`config.mk`:
```
export PLATFORM = sky130hd
export DESIGN_NAME = rcs_regs
export DESIGN_NICKNAME = d
export VERILOG_FILES = /design/src/core/rcs_pkg.sv /design/src/core/rcs_force_temp_conversion_seq.sv /design/src/core/rcs_regs.sv
export SDC_FILE = /design/constraint.sdc
export NUM_CORES = 1
export LEC_CHECK = 0
export BUFFER_PORTS_ARGS = -buffer_cell sky130_fd_sc_hd__buf_2
export CAP_MARGIN = 0
export CELL_PAD_IN_SITES_DETAIL_PLACEMENT = 1
export CELL_PAD_IN_SITES_GLOBAL_PLACEMENT = 1
export CORE_MARGIN = 3
export CORE_UTILIZATION = 38
export CTS_CLUSTER_DIAMETER = 50
export CTS_CLUSTER_SIZE = 8
export DETAILED_ROUTE_END_ITERATION = 8
export PLACE_DENSITY_LB_ADDON = 0.1
export SYNTH_ARGS = -nofsm -noshare
export SYNTH_HDL_FRONTEND = slang
export SYNTH_HIERARCHICAL = 1
export SYNTH_SLANG_ARGS = --single-unit
```
`constraint.sdc`:
```
create_clock -name sys_clk -period 1.4 [get_ports sys_clk]
set_clock_uncertainty 0.05 [all_clocks]
set_input_delay 0.28 -clock sys_clk [delete_from_list [all_inputs] [get_ports sys_clk]]
set_output_delay 0.28 -clock sys_clk [all_outputs]
set_load 0.02 [all_outputs]
```
`src/core/rcs_pkg.sv`:
```
// constants and state types for the clock control and status registers
package rcs_pkg;

    ////////////////////////////////////////////////////////////////////////
    // register offsets
    localparam logic [7:0] CLOCK_CONTROL_OFFSET = 8'h0E;
    localparam logic [7:0] CLOCK_STATUS_OFFSET = 8'h0F;

    ////////////////////////////////////////////////////////////////////////
    // clock_control field positions
    localparam int CTRL_OSC_DISABLE_BIT = 7;
    localparam int CTRL_BACKUP_SQW_BIT = 6;
    localparam int CTRL_FORCE_FORCE_TEMP_CONVERSION_BIT = 5;
    localparam int CTRL_SPARE_HI_BIT = 4;
    localparam int CTRL_SPARE_LO_BIT = 3;
    localparam int CTRL_PIN_FUNC_BIT = 2;
    localparam int CTRL_SECOND_IE_BIT = 1;
    localparam int CTRL_FIRST_IE_BIT = 0;

    ////////////////////////////////////////////////////////////////////////
    // clock_status field positions
    localparam int STAT_OSC_STOPPED_BIT = 7;
    localparam int STAT_SLOW_CLK_EN_BIT = 3;
    localparam int STAT_FORCE_TEMP_CONVERSION_BUSY_BIT = 2;
    localparam int STAT_SECOND_FLAG_BIT = 1;
    localparam int STAT_FIRST_FLAG_BIT = 0;

    ////////////////////////////////////////////////////////////////////////
    // values after reset and for unmapped reads
    localparam logic [7:0] CLOCK_CONTROL_RESET = 8'h1C;
    localparam logic OSC_STOPPED_RESET = 1'h1;
    localparam logic SLOW_CLK_EN_RESET = 1'h1;
    localparam logic [7:0] READ_UNMAPPED = 8'h00;

    ////////////////////////////////////////////////////////////////////////
    // conversion sequencer states
    typedef enum logic [0:0] {
        RCS_IDLE = 1'h0,
        RCS_CONVERT = 1'h1
    } rcs_force_temp_conversion_fsm_t;

    // complete state of the conversion sequencer
    typedef struct packed {
        rcs_force_temp_conversion_fsm_t fsm;
        logic force_pending;
        logic periodic_pending;
        logic running_forced;
        logic comp_owed;
        logic comp_used;
        logic sensor_start;
        logic comp_update;
    } rcs_force_temp_conversion_state_t;

    // complete state of the register block
    typedef struct packed {
        logic [7:0] ctrl;
        logic osc_stopped;
        logic slow_clk_en;
        logic second_flag;
        logic first_flag;
        logic run_meta;
        logic run_sync;
        logic pf_meta;
        logic pf_sync;
        logic bk_meta;
        logic bk_sync;
        logic sf_meta;
        logic sf_sync;
        logic osc_enable;
        logic counters_hold;
        logic [7:0] rdata;
        logic rvalid;
        logic irq_oe_n;
        logic slow_out;
        logic slow_oe_n;
    } rcs_regs_state_t;

endpackage : rcs_pkg

```
`src/core/rcs_force_temp_conversion_seq.sv`:
```
// temperature conversion sequencer with once-per-second compensation limit
`timescale 1ns/100ps

module rcs_force_temp_conversion_seq (
    // clock and reset
    input wire logic sys_clk,
    input wire logic resetn,
    // requests
    input wire logic force_req,
    input wire logic periodic_req,
    input wire logic update_tick,
    // temperature sensor
    input wire logic force_temp_conversion_done,
    output logic sensor_start,
    output logic comp_update,
    // status
    output logic busy,
    output logic force_active
);

    rcs_pkg::rcs_force_temp_conversion_state_t cur;
    rcs_pkg::rcs_force_temp_conversion_state_t next;

    ////////////////////////////////////////////////////////////////////////
    // next state
    always_comb begin
        next = cur;
        next.sensor_start = 1'h0;
        next.comp_update = 1'h0;
        // requests are latched; set wins over consumption
        if (cur.fsm == rcs_pkg::RCS_IDLE && (cur.force_pending || cur.periodic_pending)) begin
            next.fsm = rcs_pkg::RCS_CONVERT;
            next.sensor_start = 1'h1; // busy rises with the start pulse
            next.running_forced = cur.force_pending;
            next.force_pending = 1'h0;
            next.periodic_pending = 1'h0;
        end
        if (cur.fsm == rcs_pkg::RCS_CONVERT && force_temp_conversion_done) begin
            next.fsm = rcs_pkg::RCS_IDLE; // busy and force bit fall together
            next.running_forced = 1'h0;
            next.comp_owed = 1'h1;
        end
        // periodic request waits out a forced run, schedule untouched
        if (periodic_req) begin
            next.periodic_pending = 1'h1;
        end
        if (force_req) begin
            next.force_pending = 1'h1;
        end
        // compensation at most once per update second
        if (update_tick) begin
            next.comp_used = 1'h0;
        end
        if (cur.comp_owed && (!cur.comp_used || update_tick)) begin
            next.comp_update = 1'h1;
            next.comp_used = 1'h1;
            next.comp_owed = 1'h0;
        end
    end

    ////////////////////////////////////////////////////////////////////////
    // state register
    always_ff @(posedge sys_clk) begin
        if (!resetn) begin
            cur <= '0;
        end else begin
            cur <= next;
        end
    end

    // outputs from flip-flops; force_active is the OR of two of them
    assign sensor_start = cur.sensor_start;
    assign comp_update = cur.comp_update;
    assign busy = (cur.fsm == rcs_pkg::RCS_CONVERT);
    assign force_active = cur.force_pending | cur.running_forced;

endmodule : rcs_force_temp_conversion_seq

```
`src/core/rcs_regs.sv`:
```
// clock control and status registers, pin functions and oscillator control
`timescale 1ns/100ps

module rcs_regs (
    // clock and reset
    input wire logic sys_clk,
    input wire logic resetn,
    // register port
    input wire logic reg_wr_en,
    input wire logic reg_rd_en,
    input wire logic [7:0] reg_addr,
    input wire logic [7:0] reg_wdata,
    output logic [7:0] reg_rdata,
    output logic reg_rd_valid,
    // timekeeping core, same clock
    input wire logic update_tick,
    input wire logic first_alarm_match,
    input wire logic second_alarm_match,
    input wire logic one_hz_wave,
    input wire logic slow_clock_wave,
    input wire logic periodic_force_temp_conversion_req,
    output logic counters_hold,
    // oscillator and supplies, asynchronous
    input wire logic osc_running,
    input wire logic main_below_pf,
    input wire logic on_backup_supply,
    input wire logic supply_insufficient,
    output logic osc_enable,
    // temperature sensor and compensation
    input wire logic temp_force_temp_conversion_done,
    output logic temp_force_temp_conversion_start,
    output logic comp_update,
    // shared interrupt or square-wave pin, open drain
    output logic irq_or_square_wave_pin_out,
    output logic irq_or_square_wave_pin_oe_n,
    // slow clock pin
    output logic slow_clock_pin_out,
    output logic slow_clock_pin_oe_n
);

    rcs_pkg::rcs_regs_state_t cur;
    rcs_pkg::rcs_regs_state_t next;

    logic wr_ctrl;
    logic wr_stat;
    logic rd_ctrl;
    logic rd_stat;
    logic force_req;
    logic force_temp_conversion_busy;
    logic force_temp_conversion_force_active;
    logic alarm_update;
    logic irq_active;
    logic sqw_allowed;
    logic [7:0] ctrl_view;
    logic [7:0] stat_view;

    ////////////////////////////////////////////////////////////////////////
    // address decode
    assign wr_ctrl = reg_wr_en && (reg_addr == rcs_pkg::CLOCK_CONTROL_OFFSET);
    assign wr_stat = reg_wr_en && (reg_addr == rcs_pkg::CLOCK_STATUS_OFFSET);
    assign rd_ctrl = reg_rd_en && (reg_addr == rcs_pkg::CLOCK_CONTROL_OFFSET);
    assign rd_stat = reg_rd_en && (reg_addr == rcs_pkg::CLOCK_STATUS_OFFSET);

    // writing 1 to the force bit requests a conversion; writing 0 does nothing
    assign force_req = wr_ctrl && reg_wdata[rcs_pkg::CTRL_FORCE_FORCE_TEMP_CONVERSION_BIT];

    ////////////////////////////////////////////////////////////////////////
    // conversion sequencer
    rcs_force_temp_conversion_seq u_force_temp_conversion_seq (
        .sys_clk(sys_clk),
        .resetn(resetn),
        .force_req(force_req),
        .periodic_req(periodic_force_temp_conversion_req),
        .update_tick(update_tick),
        .force_temp_conversion_done(temp_force_temp_conversion_done),
        .sensor_start(temp_force_temp_conversion_start),
        .comp_update(comp_update),
        .busy(force_temp_conversion_busy),
        .force_active(force_temp_conversion_force_active)
    );

    ////////////////////////////////////////////////////////////////////////
    // read views of the two registers
    always_comb begin
        ctrl_view = cur.ctrl;
        ctrl_view[rcs_pkg::CTRL_FORCE_FORCE_TEMP_CONVERSION_BIT] = force_temp_conversion_force_active;
        stat_view = 8'h00; // unused bits fixed low
        stat_view[rcs_pkg::STAT_OSC_STOPPED_BIT] = cur.osc_stopped;
        stat_view[rcs_pkg::STAT_SLOW_CLK_EN_BIT] = cur.slow_clk_en;
        stat_view[rcs_pkg::STAT_FORCE_TEMP_CONVERSION_BUSY_BIT] = force_temp_conversion_busy;
        stat_view[rcs_pkg::STAT_SECOND_FLAG_BIT] = cur.second_flag;
        stat_view[rcs_pkg::STAT_FIRST_FLAG_BIT] = cur.first_flag;
    end

    // matches only count at the once-per-second update, never while frozen
    assign alarm_update = update_tick && !cur.counters_hold;

    // enabled flags gate the interrupt, pin select must be 1
    assign irq_active = cur.ctrl[rcs_pkg::CTRL_PIN_FUNC_BIT]
        && ((cur.first_flag && cur.ctrl[rcs_pkg::CTRL_FIRST_IE_BIT])
        || (cur.second_flag && cur.ctrl[rcs_pkg::CTRL_SECOND_IE_BIT]));

    // square wave survives low main supply only with backup enable
    assign sqw_allowed = !cur.pf_sync || cur.ctrl[rcs_pkg::CTRL_BACKUP_SQW_BIT];

    ////////////////////////////////////////////////////////////////////////
    // next state
    always_comb begin
        next = cur;

        // two-stage synchronisers for the analogue-side levels
        next.run_meta = osc_running;
        next.run_sync = cur.run_meta;
        next.pf_meta = main_below_pf;
        next.pf_sync = cur.pf_meta;
        next.bk_meta = on_backup_supply;
        next.bk_sync = cur.bk_meta;
        next.sf_meta = supply_insufficient;
        next.sf_sync = cur.sf_meta;

        // control register; bits 4 and 3 are stored but steer nothing
        if (wr_ctrl) begin
            next.ctrl = reg_wdata;
            next.ctrl[rcs_pkg::CTRL_FORCE_FORCE_TEMP_CONVERSION_BIT] = 1'h0; // held by the sequencer
        end

        // slow clock enable is plain read and write
        if (wr_stat) begin
            next.slow_clk_en = reg_wdata[rcs_pkg::STAT_SLOW_CLK_EN_BIT];
        end

        // stopped flag: write 0 clears, write 1 ignored
        if (wr_stat && !reg_wdata[rcs_pkg::STAT_OSC_STOPPED_BIT]) begin
            next.osc_stopped = 1'h0;
        end
        // any stop condition sets it; set wins over the clear
        if (!cur.run_sync || cur.sf_sync || !cur.osc_enable) begin
            next.osc_stopped = 1'h1;
        end

        // alarm flags: write 0 clears, write 1 leaves unchanged
        if (wr_stat && !reg_wdata[rcs_pkg::STAT_SECOND_FLAG_BIT]) begin
            next.second_flag = 1'h0;
        end
        if (wr_stat && !reg_wdata[rcs_pkg::STAT_FIRST_FLAG_BIT]) begin
            next.first_flag = 1'h0;
        end
        // match sets regardless of enables or pin select; set wins
        if (alarm_update && second_alarm_match) begin
            next.second_flag = 1'h1;
        end
        if (alarm_update && first_alarm_match) begin
            next.first_flag = 1'h1;
        end

        // oscillator may only stop while on backup supply
        next.osc_enable = !(cur.ctrl[rcs_pkg::CTRL_OSC_DISABLE_BIT] && cur.bk_sync);

        // freeze counters whenever the oscillator is not running
        next.counters_hold = !cur.run_sync || !cur.osc_enable;

        // registered read answer, zero for unmapped offsets
        next.rvalid = reg_rd_en;
        if (rd_ctrl) begin
            next.rdata = ctrl_view;
        end else if (rd_stat) begin
            next.rdata = stat_view;
        end else if (reg_rd_en) begin
            next.rdata = rcs_pkg::READ_UNMAPPED;
        end

        // shared pin: floats on low main supply without backup enable, in either mode
        if (!sqw_allowed) begin
            next.irq_oe_n = 1'h1;
        end else if (cur.ctrl[rcs_pkg::CTRL_PIN_FUNC_BIT]) begin
            next.irq_oe_n = !irq_active;
        end else begin
            next.irq_oe_n = one_hz_wave;
        end

        // slow clock pin floats unless enabled; wave only while running
        next.slow_oe_n = !cur.slow_clk_en;
        next.slow_out = slow_clock_wave && cur.run_sync;
    end

    ////////////////////////////////////////////////////////////////////////
    // state register with power-up values
    always_ff @(posedge sys_clk) begin
        if (!resetn) begin
            cur <= '0;
            cur.ctrl <= rcs_pkg::CLOCK_CONTROL_RESET;
            cur.osc_stopped <= rcs_pkg::OSC_STOPPED_RESET;
            cur.slow_clk_en <= rcs_pkg::SLOW_CLK_EN_RESET;
            cur.osc_enable <= 1'h1;
            cur.run_meta <= 1'h1; // no false counter freeze right after reset
            cur.run_sync <= 1'h1;
            cur.irq_oe_n <= 1'h1;
            cur.slow_oe_n <= 1'h1;
        end else begin
            cur <= next;
        end
    end

    ////////////////////////////////////////////////////////////////////////
    // outputs
    assign reg_rdata = cur.rdata;
    assign reg_rd_valid = cur.rvalid;
    assign counters_hold = cur.counters_hold;
    assign osc_enable = cur.osc_enable;
    assign irq_or_square_wave_pin_out = 1'h0; // open drain, level always low
    assign irq_or_square_wave_pin_oe_n = cur.irq_oe_n;
    assign slow_clock_pin_out = cur.slow_out;
    assign slow_clock_pin_oe_n = cur.slow_oe_n;

endmodule : rcs_regs

```
Word-level counts from Yosys, hierarchy flattened
Cells that the tools add are included.
{"block": "word_totals", "reg_bits": 41, "input_bits": 31, "word_cells": 95}
{"block": "classes", "n_eq_ne": 2, "muxes": 15, "bitwise": 3, "n_reduce_logical": 47}
{"operator": "8-bit two-way mux", "count": 3}
{"operator": "1-bit logical AND", "count": 19}
{"operator": "8-bit by 4-bit == test with 1-bit output, second input constant", "count": 2}
{"operator": "1-bit zero test", "count": 11}
{"operator": "1-bit two-way mux", "count": 11}
{"operator": "2-bit nonzero test", "count": 5}
{"operator": "1-bit logical OR", "count": 7}
{"operator": "2-bit OR reduction", "count": 3}
{"operator": "3-bit two-way mux", "count": 1}
{"operator": "3-bit nonzero test", "count": 1}
{"operator": "1-bit NOT", "count": 2}
{"operator": "2-bit AND reduction", "count": 1}
{"operator": "1-bit OR", "count": 1}

Depth between registers and ports, before layout
Gate-level depths: netlist (run 1).
{"block": "logic_depth", "word_depth": 5, "mapped_depth": 6, "depth_no_buf": 5}

Cells and area by module
The synthesis (run 1) kept the hierarchy.
{"module": "rcs_regs", "n_inst": 1, "cells_per_inst": 137, "area_each_um2": 1390.1, "seq_area_each_um2": 660.6}
{"module": "rcs_force_temp_conversion_seq", "n_inst": 1, "cells_per_inst": 27, "area_each_um2": 285.3, "seq_area_each_um2": 160.2}

Least setup slack after synthesis (run 1)
Ideal clock, no wire load.
{"block": "synth_timing", "path_kind": "input to register", "startpoint": "input port reg_addr[6]", "endpoint": "register u_force_temp_conversion_seq/cur[6] in the netlist's numbering", "setup_ps": 65, "t_arrival_ps": 1113, "required_ps": 1285, "path_slack_ps": 172, "path_stages": 6, "n_path_buf": 1, "path_cell_list": "and4bb_1 -> nand4b_1 -> buf_4 -> nor2_1 -> a21oi_1 -> nor2b_1"}
{"block": "synth_via", "elab_chain_cells": 4}
{"element": "from (decl)", "line_no": "rcs_regs.sv:11", "source": "input wire logic [7:0] reg_addr,"}
{"element": "8-bit by 4-bit == test with 1-bit output (*)", "line_no": "rcs_regs.sv:59", "source": "assign wr_ctrl = reg_wr_en && (reg_addr == rcs_pkg::CLOCK_CONTROL_OFFSET);"}
{"element": "1-bit logical AND (*)", "line_no": "rcs_regs.sv:59"}
{"element": "1-bit logical AND (*)", "line_no": "rcs_regs.sv:65", "source": "assign force_req = wr_ctrl && reg_wdata[rcs_pkg::CTRL_FORCE_FORCE_TEMP_CONVERSION_BIT];"}
{"element": "net force_req", "line_no": "rcs_regs.sv:48", "source": "logic force_req;"}
{"element": "1-bit two-way mux / 2-bit nonzero test (equally long branches)"}
{"element": "to (signal assigned)", "line_no": "rcs_force_temp_conversion_seq.sv:67", "source": "cur <= next;"}
{"element": "to (decl)", "line_no": "rcs_force_temp_conversion_seq.sv:21", "source": "rcs_pkg::rcs_force_temp_conversion_state_t cur;"}
Mark *: on every way through the listed nets, which the timed path passes. The rest lies on a longest branch.
A chain may end at the register's enable or synchronous reset.

Worst setup path after layout (run 1)
{"block": "layout_timing", "startpoint": "register osc_enable (netlist name)", "endpoint": "output port osc_enable"}
{"element": "to (decl)", "line_no": "rcs_regs.sv:28", "source": "output logic osc_enable,"}
No word-level cell between the ends.

==> results by group, run 1 <==
Setup path
  • WP data arrival: 0.81 ns
  • Worst EP required: 1.07 ns
  • Cell family with most CP delay: flip-flops
  • Setup CP Type: reg -> out
  • Nature of the critical path startpoint: flop
  • Worst path bufs/invs: 1
  • Critical path cell sequence: buf_2
  • Crit end category: output pin
  • Slowest CP cell: dfxtp_1
  • CP peak stage delay: 0.35 ns
  • Critical Path Fanout Max: 3

Global routing
  • Final global-route overflow total: 0
  • First-pass GRT wire length: 5.95 mm
  • GR Util All Layers: 14.8%
  • Initial antenna violation count: 0
  • Vias in the first global route: 1317
  • Largest net degree at the start of global routing: 24

Clock tree
  • Clk slew on worst S/H paths: 0.07 ns
  • CTS tree: built
  • Clock latency on the worst-skew pair: 0.29 ns
  • Hold Buf Count CTS: 0
  • Clk sinks: 41
  • Root buf cell: clkbuf_8
  • TritonCTS Buffers: 5
  • Setup Fix Bufs, Post-CTS: 0
  • CTS resizes: 0
  • H-tree lvl count: 2
  • Clk buf depth: 2

Layout
  • Final core utilization: 49.8%
  • Fin cells: 259
  • Share of cells above drive strength 1: 34.0%
  • # fillers: 495
  • FF+latch area: 821 µm²
  • Nets: 239
  • Antenna diodes: 0
  • Area of the multi-input gates: 747 µm²
  • Area delta synth->final: 22.3%

STA
  • Unrepaired setup endpoints after global routing: false
  • Part of the cycle the worst path needs: 81.8%
  • Setup-failing EPs final: 0
  • FMAX: 874 MHz
  • Fin. Hold Viols: 0
  • Min cycle time layout: 1.14 ns
  • Final max-slew violation count: 0
  • Final Worst Setup Slack: 0.255 ns

Synth
  • Prevailing post-synth register cell: dfxtp_1
  • Yosys reg bits: 41
  • Register area share after synthesis: 49.0%
  • Yosys warnings: 6
  • Share of synthesized registers carrying an async set or reset: 0%
  • Synth area leaders: dfxtp_1 49%, mux2i_1 4.8%, buf_4 4.5%, nor2b_1 4.1%, mux2_2 3.4%
  • Yosys top cell by area: dfxtp_1
  • Post-synth EDFFs: 0
  • Synth Instances: 164
  • Synth Net Count: 195
  • Synth unique cells: 37
  • Synth top area share: 49.0%
  • Average cell area after synthesis: 10.2 µm²
  • Netlist area before placement: 1680 µm²

Detailed routing
  • 1st-pass router iterations: 3
  • Routed Wire Length: 3.62 mm
  • Vias/cell: 4.89
  • Via Count: 1267
  • WL/cell: 14.0 µm
  • Initial DRC Count: 25
  • Residual DRC count: 0
  • Number of routed nets with antenna violations: 0

Job
  • Max cap viols: 0

Floorplanning
  • Chip height: 72.4 µm
  • Std-Cell Core Area: 4120 µm²
  • Initial core utilization: 40.7%
  • Die width: 72.4 µm
  • Die Area: 5240 µm²
  • I/O pin count: 48
  • FP Rows: 23

Power and ir drop
  • Static leakage: 0.948 nW
  • Max rail drop VDD: 0.609 mV
  • Power per Cell Area: 1160 nW/µm²

Place
  • Hpwl dp: 2.85 mm
  • Gp weighted congestion: 0.747
  • Worst setup slack after placement: -0.0135 ns
  • Dpl cells: 251
  • Port Buf Inserts: 46

Worst hold path
  • Worst min-delay path class: in -> reg

Status
  • Status: finished clean
[routing by layer]
layer,track usage (%),up-vias,share of wire [%]
met5,0,-,0
met4,6.76,0,2.0
met3,3.88,8,6.6
met2,25.1,33,48
met1,17.5,585,43
li1,-,641,-
[layout make-up]
cell class                 instances  area share [%]
clock inverter                     1            1.47
clock buffer                       7            4.21
sequential                        41            40.0
timing repair buffer              53            14.4
multi-input combinational        105            36.4
inverter                           2           0.366
tap                               50            3.05
[worst paths after layout]
path,from,endpoint,slack (ns),cells past startpoint
setup / recovery,osc_enable$_SDFF_PN1_,osc_enable,0.26,1
hold / removal,osc_running,cur[21]$_SDFF_PN1_,0.12,2
setup reg to reg,u_force_temp_conversion_seq/busy$_SDFFE_PP0P_,u_force_temp_conversion_seq/cur[4]$_SDFFE_PP0P_,0.34,2
hold reg to reg,cur[16]$_SDFF_PN0_,osc_enable$_SDFF_PN1_,0.36,1
[cells in the mapped netlist, types with 3 or more instances]
master and instances:
mux2i_1 8, and3b_1 3, a21oi_1 5, a21boi_0 7, nand4_1 5, a22o_1 3
clkbuf_1 4, and2_1 7, mux2_2 5, nand2_1 13, buf_4 10, nor2b_1 11
nor2_1 7, dfxtp_1 41, nand2b_1 8
[logic make-up (layout without fill, tap and decap cells)]
group | Yosys count | in the layout | synth area share [%]
other | 1 | 1 | 0.224
AOI/OAI and AO/OA | 22 | 22 | 9.49
buffers and inverters | 18 | 63 | 6.42
and+or+nand+nor | 69 | 69 | 26.7
DFF | 41 | 41 | 49.0
muxes | 13 | 13 | 8.14
[sequential cells by signal, summed over array words and instances (netlist names)]
signal,flops
reg_rdata,8
ctrl_view,7
u_force_temp_conversion_seq/cur,5
reg_rd_valid,1
irq_or_square_wave_pin_oe_n,1
osc_enable,1
slow_clock_pin_oe_n,1
cur,12
u_force_temp_conversion_seq/comp_update,1
counters_hold,1
u_force_temp_conversion_seq/sensor_start,1
u_force_temp_conversion_seq/busy,1
slow_clock_pin_out,1
[worst register-to-register path, cell delays in order, from the launching register on]
cell and delay (ns):
dfxtp_1 0.48, and3b_1 0.22, a41o_1 0.21
[power breakdown]
group,internal [mW],total (mW),switching [mW]
Clock,0.581,0.981,0.399
Combinational,0.0934,0.182,0.0887
Sequential,1.19,1.21,0.0152
Total,1.87,2.37,0.503
[per-stage QoR]
stage               instance area, µm²  power (mW)  setup TNS, ns  hold slack [ns]
global route                      2050        2.47              0            0.123
detailed placement                1930        1.42        -0.0256            0.343
finish                            2050        2.37              0            0.117
CTS                               2050        2.41              0            0.109
floorplan                         1680        1.33              0            0.316
global placement                  1930        1.41              0            0.329
[cells in the final DEF (no fill, tap or decap), types with 2 or more instances in the layout]
master / count
nand4b_1: 2
a21boi_0: 7
nand2_1: 13
o21ai_0: 2
and2_1: 7
mux2_2: 5
buf_2: 46
nor2_1: 7
inv_1: 2
nand2b_1: 8
nand4_1: 5
buf_4: 6
nand3b_1: 2
clkbuf_8: 6
a21oi_1: 5
a22o_1: 3
mux2i_1: 8
nor2b_1: 11
and3b_1: 3
dfxtp_1: 41
Note: power is estimated with default switching activity, not from simulation.
==> inputs of run 2 (changes only) <==
--- a/config.mk
+++ b/config.mk
@@ -10,7 +10,7 @@
 export CELL_PAD_IN_SITES_DETAIL_PLACEMENT = 1
 export CELL_PAD_IN_SITES_GLOBAL_PLACEMENT = 1
 export CORE_MARGIN = 3
-export CORE_UTILIZATION = 38
+export CORE_UTILIZATION = 34
 export CTS_CLUSTER_DIAMETER = 50
 export CTS_CLUSTER_SIZE = 8
 export DETAILED_ROUTE_END_ITERATION = 8
==> constraint.sdc (replaced) <==
create_clock -name sys_clk -period 0.9 [get_ports sys_clk]
set_clock_uncertainty 0.05 [all_clocks]
set_input_delay 0.18 -clock sys_clk [delete_from_list [all_inputs] [get_ports sys_clk]]
set_output_delay 0.18 -clock sys_clk [all_outputs]
set_load 0.02 [all_outputs]
==> run 2 against run 1 <==
  * The run now ends with setup timing left
  * Critical path type is now in -> reg
  * Combinational power increased by 100%
  * Register-to-register slack got worse by 0.40 ns
  * Clock power increased by 15%
  * Largest power group unchanged
  * Global-route usage decreased by 0.63 points
  * First-iteration DRC count increased by 8.0%
  * Utilization increased by 2.6 points
  * Die area increased by 11%
==> results by group, run 2 (synthesized netlist as in run 1, its figures left out) <==
STA
  • Min cycle time layout: 0.985 ns
  • Final setup TNS: -1.52 ns
  • FMAX: 1010 MHz
  • Final max-slew violation count: 0
  • Setup-failing EPs final: 33
  • Final Worst Setup Slack: -0.0854 ns
  • Unrepaired setup endpoints after global routing: true
  • Fin. Hold Viols: 0
  • Part of the cycle the worst path needs: 109%
  • Final hold slack: 0.0249 ns

Layout
  • Antenna diodes: 0
  • Nets: 258
  • Commonest non-fill, non-tap cell in the layout: buf_2
  • Share of cells above drive strength 1: 53.5%
  • Fin area: 2390 µm²
  • Top reg by flops: cur
  • Area delta synth->final: 42.9%
  • Max reg flops: 12
  • Most frequent cells in the layout: 26 x buf_2, 24 x buf_4, 22 x buf_6

Power and ir drop
  • Tot Pwr: 3.38 mW
  • Max rail drop VDD: 0.756 mV
  • Power per Cell Area: 1410 nW/µm²
  • Static leakage: 1.08 nW

Detailed routing
  • Number of routed nets with antenna violations: 0
  • Routed Wire Length: 3.92 mm
  • Residual DRC count: 0
  • 1st-pass router iterations: 4
  • Vias/cell: 4.59
  • WL/cell: 13.4 µm
  • Via Count: 1346
  • Initial DRC Count: 27

Place
  • Gp weighted congestion: 0.718
  • Port Buf Inserts: 46
  • Worst setup slack after placement: -0.407 ns
  • Placed Area: 2040 µm²
  • Hpwl dp: 3.05 mm

Setup path
  • Critical Path Fanout Max: 3
  • Flop2flop setup slack: -0.06 ns
  • Crit end category: flop
  • Reg2Reg Depth: 3
  • Worst R2R End: reg_rdata[2]$_SDFFE_PN0P_
  • R2r startpoint: u_force_temp_conversion_seq/busy$_SDFFE_PP0P_
  • Setup CP Type: in -> reg
  • Worst EP required: 1.07 ns
  • Nature of the critical path startpoint: input pin
  • WP data arrival: 1.16 ns

Floorplanning
  • Initial core utilization: 36.7%
  • Std-Cell Core Area: 4560 µm²
  • Die Area: 5810 µm²
  • Chip height: 76.2 µm
  • FP Rows: 24
  • Die width: 76.2 µm
  • I/O pin count: 48

Global routing
  • First-pass GRT wire length: 6.67 mm
  • Vias in the first global route: 1488
  • GR Util All Layers: 14.2%
  • Initial antenna violation count: 0
  • Final global-route overflow total: 0
  • Largest net degree at the start of global routing: 13

Worst hold path
  • Worst min-delay path class: in -> reg
  • WHS Endpoint: cur[21]$_SDFF_PN1_
  • Worst Hold Launch: osc_running
  • Hold Path Cell Cnt: 2

Clock tree
  • Hold Buf Count CTS: 0
  • Clock latency on the worst-skew pair: 0.28 ns
  • Clk slew on worst S/H paths: 0.07 ns
  • H-tree lvl count: 2
  • Clk sinks: 41
  • CTS tree: built
  • TritonCTS Buffers: 5
  • Clk buf depth: 2
  • Root buf cell: clkbuf_8

Job
  • Max cap viols: 0

Status
  • Failing checks: setup timing
  • Status: finished with violations
## run 2: timing repair
action	4_1_cts	5_1_grt
buffers inserted	5	2
pin swaps	9	11
setup endpoints to repair	30	35
gates resized for setup	64	13
## run 2: worst max path at each step
stage | from | to
3_5_place_dp | reg_addr[5] | reg_rdata[4]$_SDFFE_PN0P_
5_1_grt | reg_addr[5] | reg_rdata[6]$_SDFFE_PN0P_
6_report | reg_addr[5] | reg_rdata[4]$_SDFFE_PN0P_
4_1_cts | counters_hold$_SDFF_PN0_ | counters_hold
3_3_place_gp | reg_addr[5] | reg_rdata[4]$_SDFFE_PN0P_
2_1_floorplan | reg_addr[7] | u_force_temp_conversion_seq/cur[6]$_SDFFE_PN0P_
## run 2: stage by stage
step / utilization [%] / std cells
CTS: 51.2 / 291
global route: 52.4 / 293
global placement: 44.7 / 278
finish: 52.4 / 293
floorplan: - / 164
detailed placement: 44.7 / 278
## run 2: layout make-up
type | instances | area, µm²
fill | 541 | 2170
sequential | 41 | 855
multi-input combinational | 105 | 810
timing repair buffer | 72 | 558
tap | 65 | 81.3
clock buffer | 6 | 72.6
clock inverter | 2 | 10.0
inverter | 2 | 7.51
## run 2: routing by layer
metal / track usage (%) / share of wire [%] / up-vias / wire (µm)
li1: - / - / 678 / -
met1: 16.0 / 43 / 630 / 1670
met2: 25.6 / 52 / 34 / 2030
met3: 3.90 / 4.7 / 4 / 184
met4: 4.89 / 1.1 / 0 / 42
met5: 0 / 0 / - / 0
## run 2: where the power goes
part | internal (mW) | total (mW) | switching [mW]
Combinational | 0.207 | 0.365 | 0.158
Sequential | 1.86 | 1.88 | 0.0277
Clock | 0.537 | 1.13 | 0.590
## run 2: critical path: stages
cell,delay [ns]
buf_6,0.10
or3b_4,0.42
nor4b_4,0.29
a22o_1,0.17
==> inputs of run 3 (changes only) <==
--- a/config.mk
+++ b/config.mk
@@ -10,11 +10,13 @@
 export CELL_PAD_IN_SITES_DETAIL_PLACEMENT = 1
 export CELL_PAD_IN_SITES_GLOBAL_PLACEMENT = 1
 export CORE_MARGIN = 3
-export CORE_UTILIZATION = 34
+export CORE_UTILIZATION = 36
+export CTS_BUF_LIST = sky130_fd_sc_hd__clkbuf_4
 export CTS_CLUSTER_DIAMETER = 50
 export CTS_CLUSTER_SIZE = 8
 export DETAILED_ROUTE_END_ITERATION = 8
 export PLACE_DENSITY_LB_ADDON = 0.1
+export SETUP_SLACK_MARGIN = 0.5
 export SYNTH_ARGS = -nofsm -noshare
 export SYNTH_HDL_FRONTEND = slang
 export SYNTH_HIERARCHICAL = 1
==> run 3 against run 2 <==
  * The flow finishes with violations (hold timing, setup timing)
  * Sequential share of layout area decreased by 1.0 points
  * Utilization increased by 5.4 points
  * Die area decreased by 5.1%
  * Via count increased by 2.7%
  * Total power decreased by 4.0%
  * Combinational power increased by 18%
==> results by group, run 3 (synthesized netlist as in run 1, its figures left out) <==
Layout
  • Top reg by flops: cur
  • Antenna diodes: 0
  • Max reg flops: 12
  • Nets: 261
  • Fin cells: 283
  • Commonest non-fill, non-tap cell in the layout: buf_6
  • Most frequent cells in the layout: 30 x buf_6, 24 x buf_2, 19 x dfxtp_2
  • Area delta synth->final: 52.5%
  • Share of cells above drive strength 1: 62.8%

Detailed routing
  • 1st-pass router iterations: 3
  • WL/cell: 15.4 µm
  • Initial DRC Count: 21
  • Number of routed nets with antenna violations: 0
  • Via Count: 1383
  • Vias/cell: 4.89
  • Routed Wire Length: 4.35 mm
  • Residual DRC count: 0

STA
  • Setup-failing EPs final: 30
  • Fin. Hold Viols: 4
  • Final max-slew violation count: 0
  • Min cycle time layout: 1.06 ns
  • Part of the cycle the worst path needs: 117%
  • FMAX: 946 MHz
  • Final hold slack: -0.0374 ns
  • Final Worst Setup Slack: -0.157 ns
  • Unrepaired setup endpoints after global routing: true

Power and ir drop
  • Max rail drop VDD: 0.828 mV
  • Static leakage: 1.13 nW
  • Power per Cell Area: 1270 nW/µm²
  • Tot Pwr: 3.24 mW

Floorplanning
  • FP Rows: 24
  • Die Area: 5510 µm²
  • Chip height: 74.2 µm
  • Std-Cell Core Area: 4410 µm²
  • I/O pin count: 48
  • Die width: 74.2 µm
  • Initial core utilization: 38.0%

Setup path
  • Crit end category: output pin
  • Cell family with most CP delay: flip-flops
  • WP data arrival: 0.83 ns
  • Reg2Reg Depth: 5
  • Nature of the critical path startpoint: flop
  • CP peak stage delay: 0.37 ns
  • Setup CP Type: reg -> out
  • Flop2flop setup slack: -0.14 ns
  • Worst path bufs/invs: 1
  • Slowest CP cell: dfxtp_4
  • Critical Path Fanout Max: 3
  • Critical path cell sequence: buf_6
  • Cell count along the critical path: 1
  • Worst EP required: 0.67 ns

Global routing
  • GR Util All Layers: 16.5%
  • Largest net degree at the start of global routing: 13
  • First-pass GRT wire length: 6.91 mm
  • Initial antenna violation count: 0
  • Final global-route overflow total: 0
  • Vias in the first global route: 1477

Clock tree
  • Clk sinks: 41
  • Clk buf depth: 2
  • TritonCTS Buffers: 5
  • Clock latency on the worst-skew pair: 0.34 ns
  • Clk slew on worst S/H paths: 0.11 ns
  • CTS tree: built
  • Root buf cell: clkbuf_4
  • H-tree lvl count: 2

Job
  • Max cap viols: 0

Worst hold path
  • Hold Path Cell Cnt: 2
  • Worst min-delay path class: in -> reg

Place
  • Port Buf Inserts: 46
  • Dpl cells: 264
  • Hpwl dp: 3.00 mm
  • Gp weighted congestion: 0.777

Status
  • Status: finished with violations
  • Failing checks: hold timing, setup timing
==> run 3: worst paths after layout <==
check	from	endpoint
max	counters_hold$_SDFF_PN0_	counters_hold
min	osc_running	cur[21]$_SDFF_PN1_
max reg2reg	osc_enable$_SDFF_PN1_	cur[25]$_SDFFE_PP1P_
min reg2reg	cur[16]$_SDFF_PN0_	osc_enable$_SDFF_PN1_
==> run 3: power by group <==
part / internal (mW) / switching [mW] / total (mW)
combinational: 0.256 / 0.176 / 0.432
clock: 0.366 / 0.569 / 0.934
sequential: 1.84 / 0.0346 / 1.87
total: 2.46 / 0.779 / 3.24
==> run 3: through the flow <==
step / utilization [%] / TNS (ns) / instance area [µm²] / worst slack [ns] / hold WS (ns)
4_1_cts: 55.2 / -2.97 / 2430 / -0.179 / -0.0565
3_3_place_gp: 47.6 / -5.53 / 2100 / -0.363 / 0.311
2_1_floorplan: - / -2.40 / 1860 / -0.201 / 0.231
3_5_place_dp: 47.6 / -6.18 / 2100 / -0.406 / 0.317
6_report: 57.9 / -2.75 / 2550 / -0.157 / -0.0374
5_1_grt: 57.9 / -3.94 / 2550 / -0.205 / -0.0454
==> run 3: repair_timing <==
action / 4_1_cts / 5_1_grt
setup endpoints to repair: 56 / 52
gates resized for setup: 71 / 20
setup buffers: 4 / 6
cloned: 1 / 0
hold endpoints to repair: 5 / 4
pin swaps: 20 / 13
==> run 3: layer usage <==
metal	GRT usage [%]	vias up	share of wire (%)
met2	30.0	37	52
met5	0	-	0
li1	-	687	-
met4	5.34	0	1.2
met3	4.86	6	6.0
met1	18.5	653	41
==> run 3: layout make-up <==
| type | instances | area [µm²] |
|---|---|---|
| multi-input combinational | 105 | 868 |
| tap | 52 | 65.1 |
| fill | 463 | 1860 |
| sequential | 41 | 886 |
| clock inverter | 1 | 5.00 |
| timing repair buffer | 75 | 671 |
| clock buffer | 7 | 52.6 |
| inverter | 2 | 7.51 |
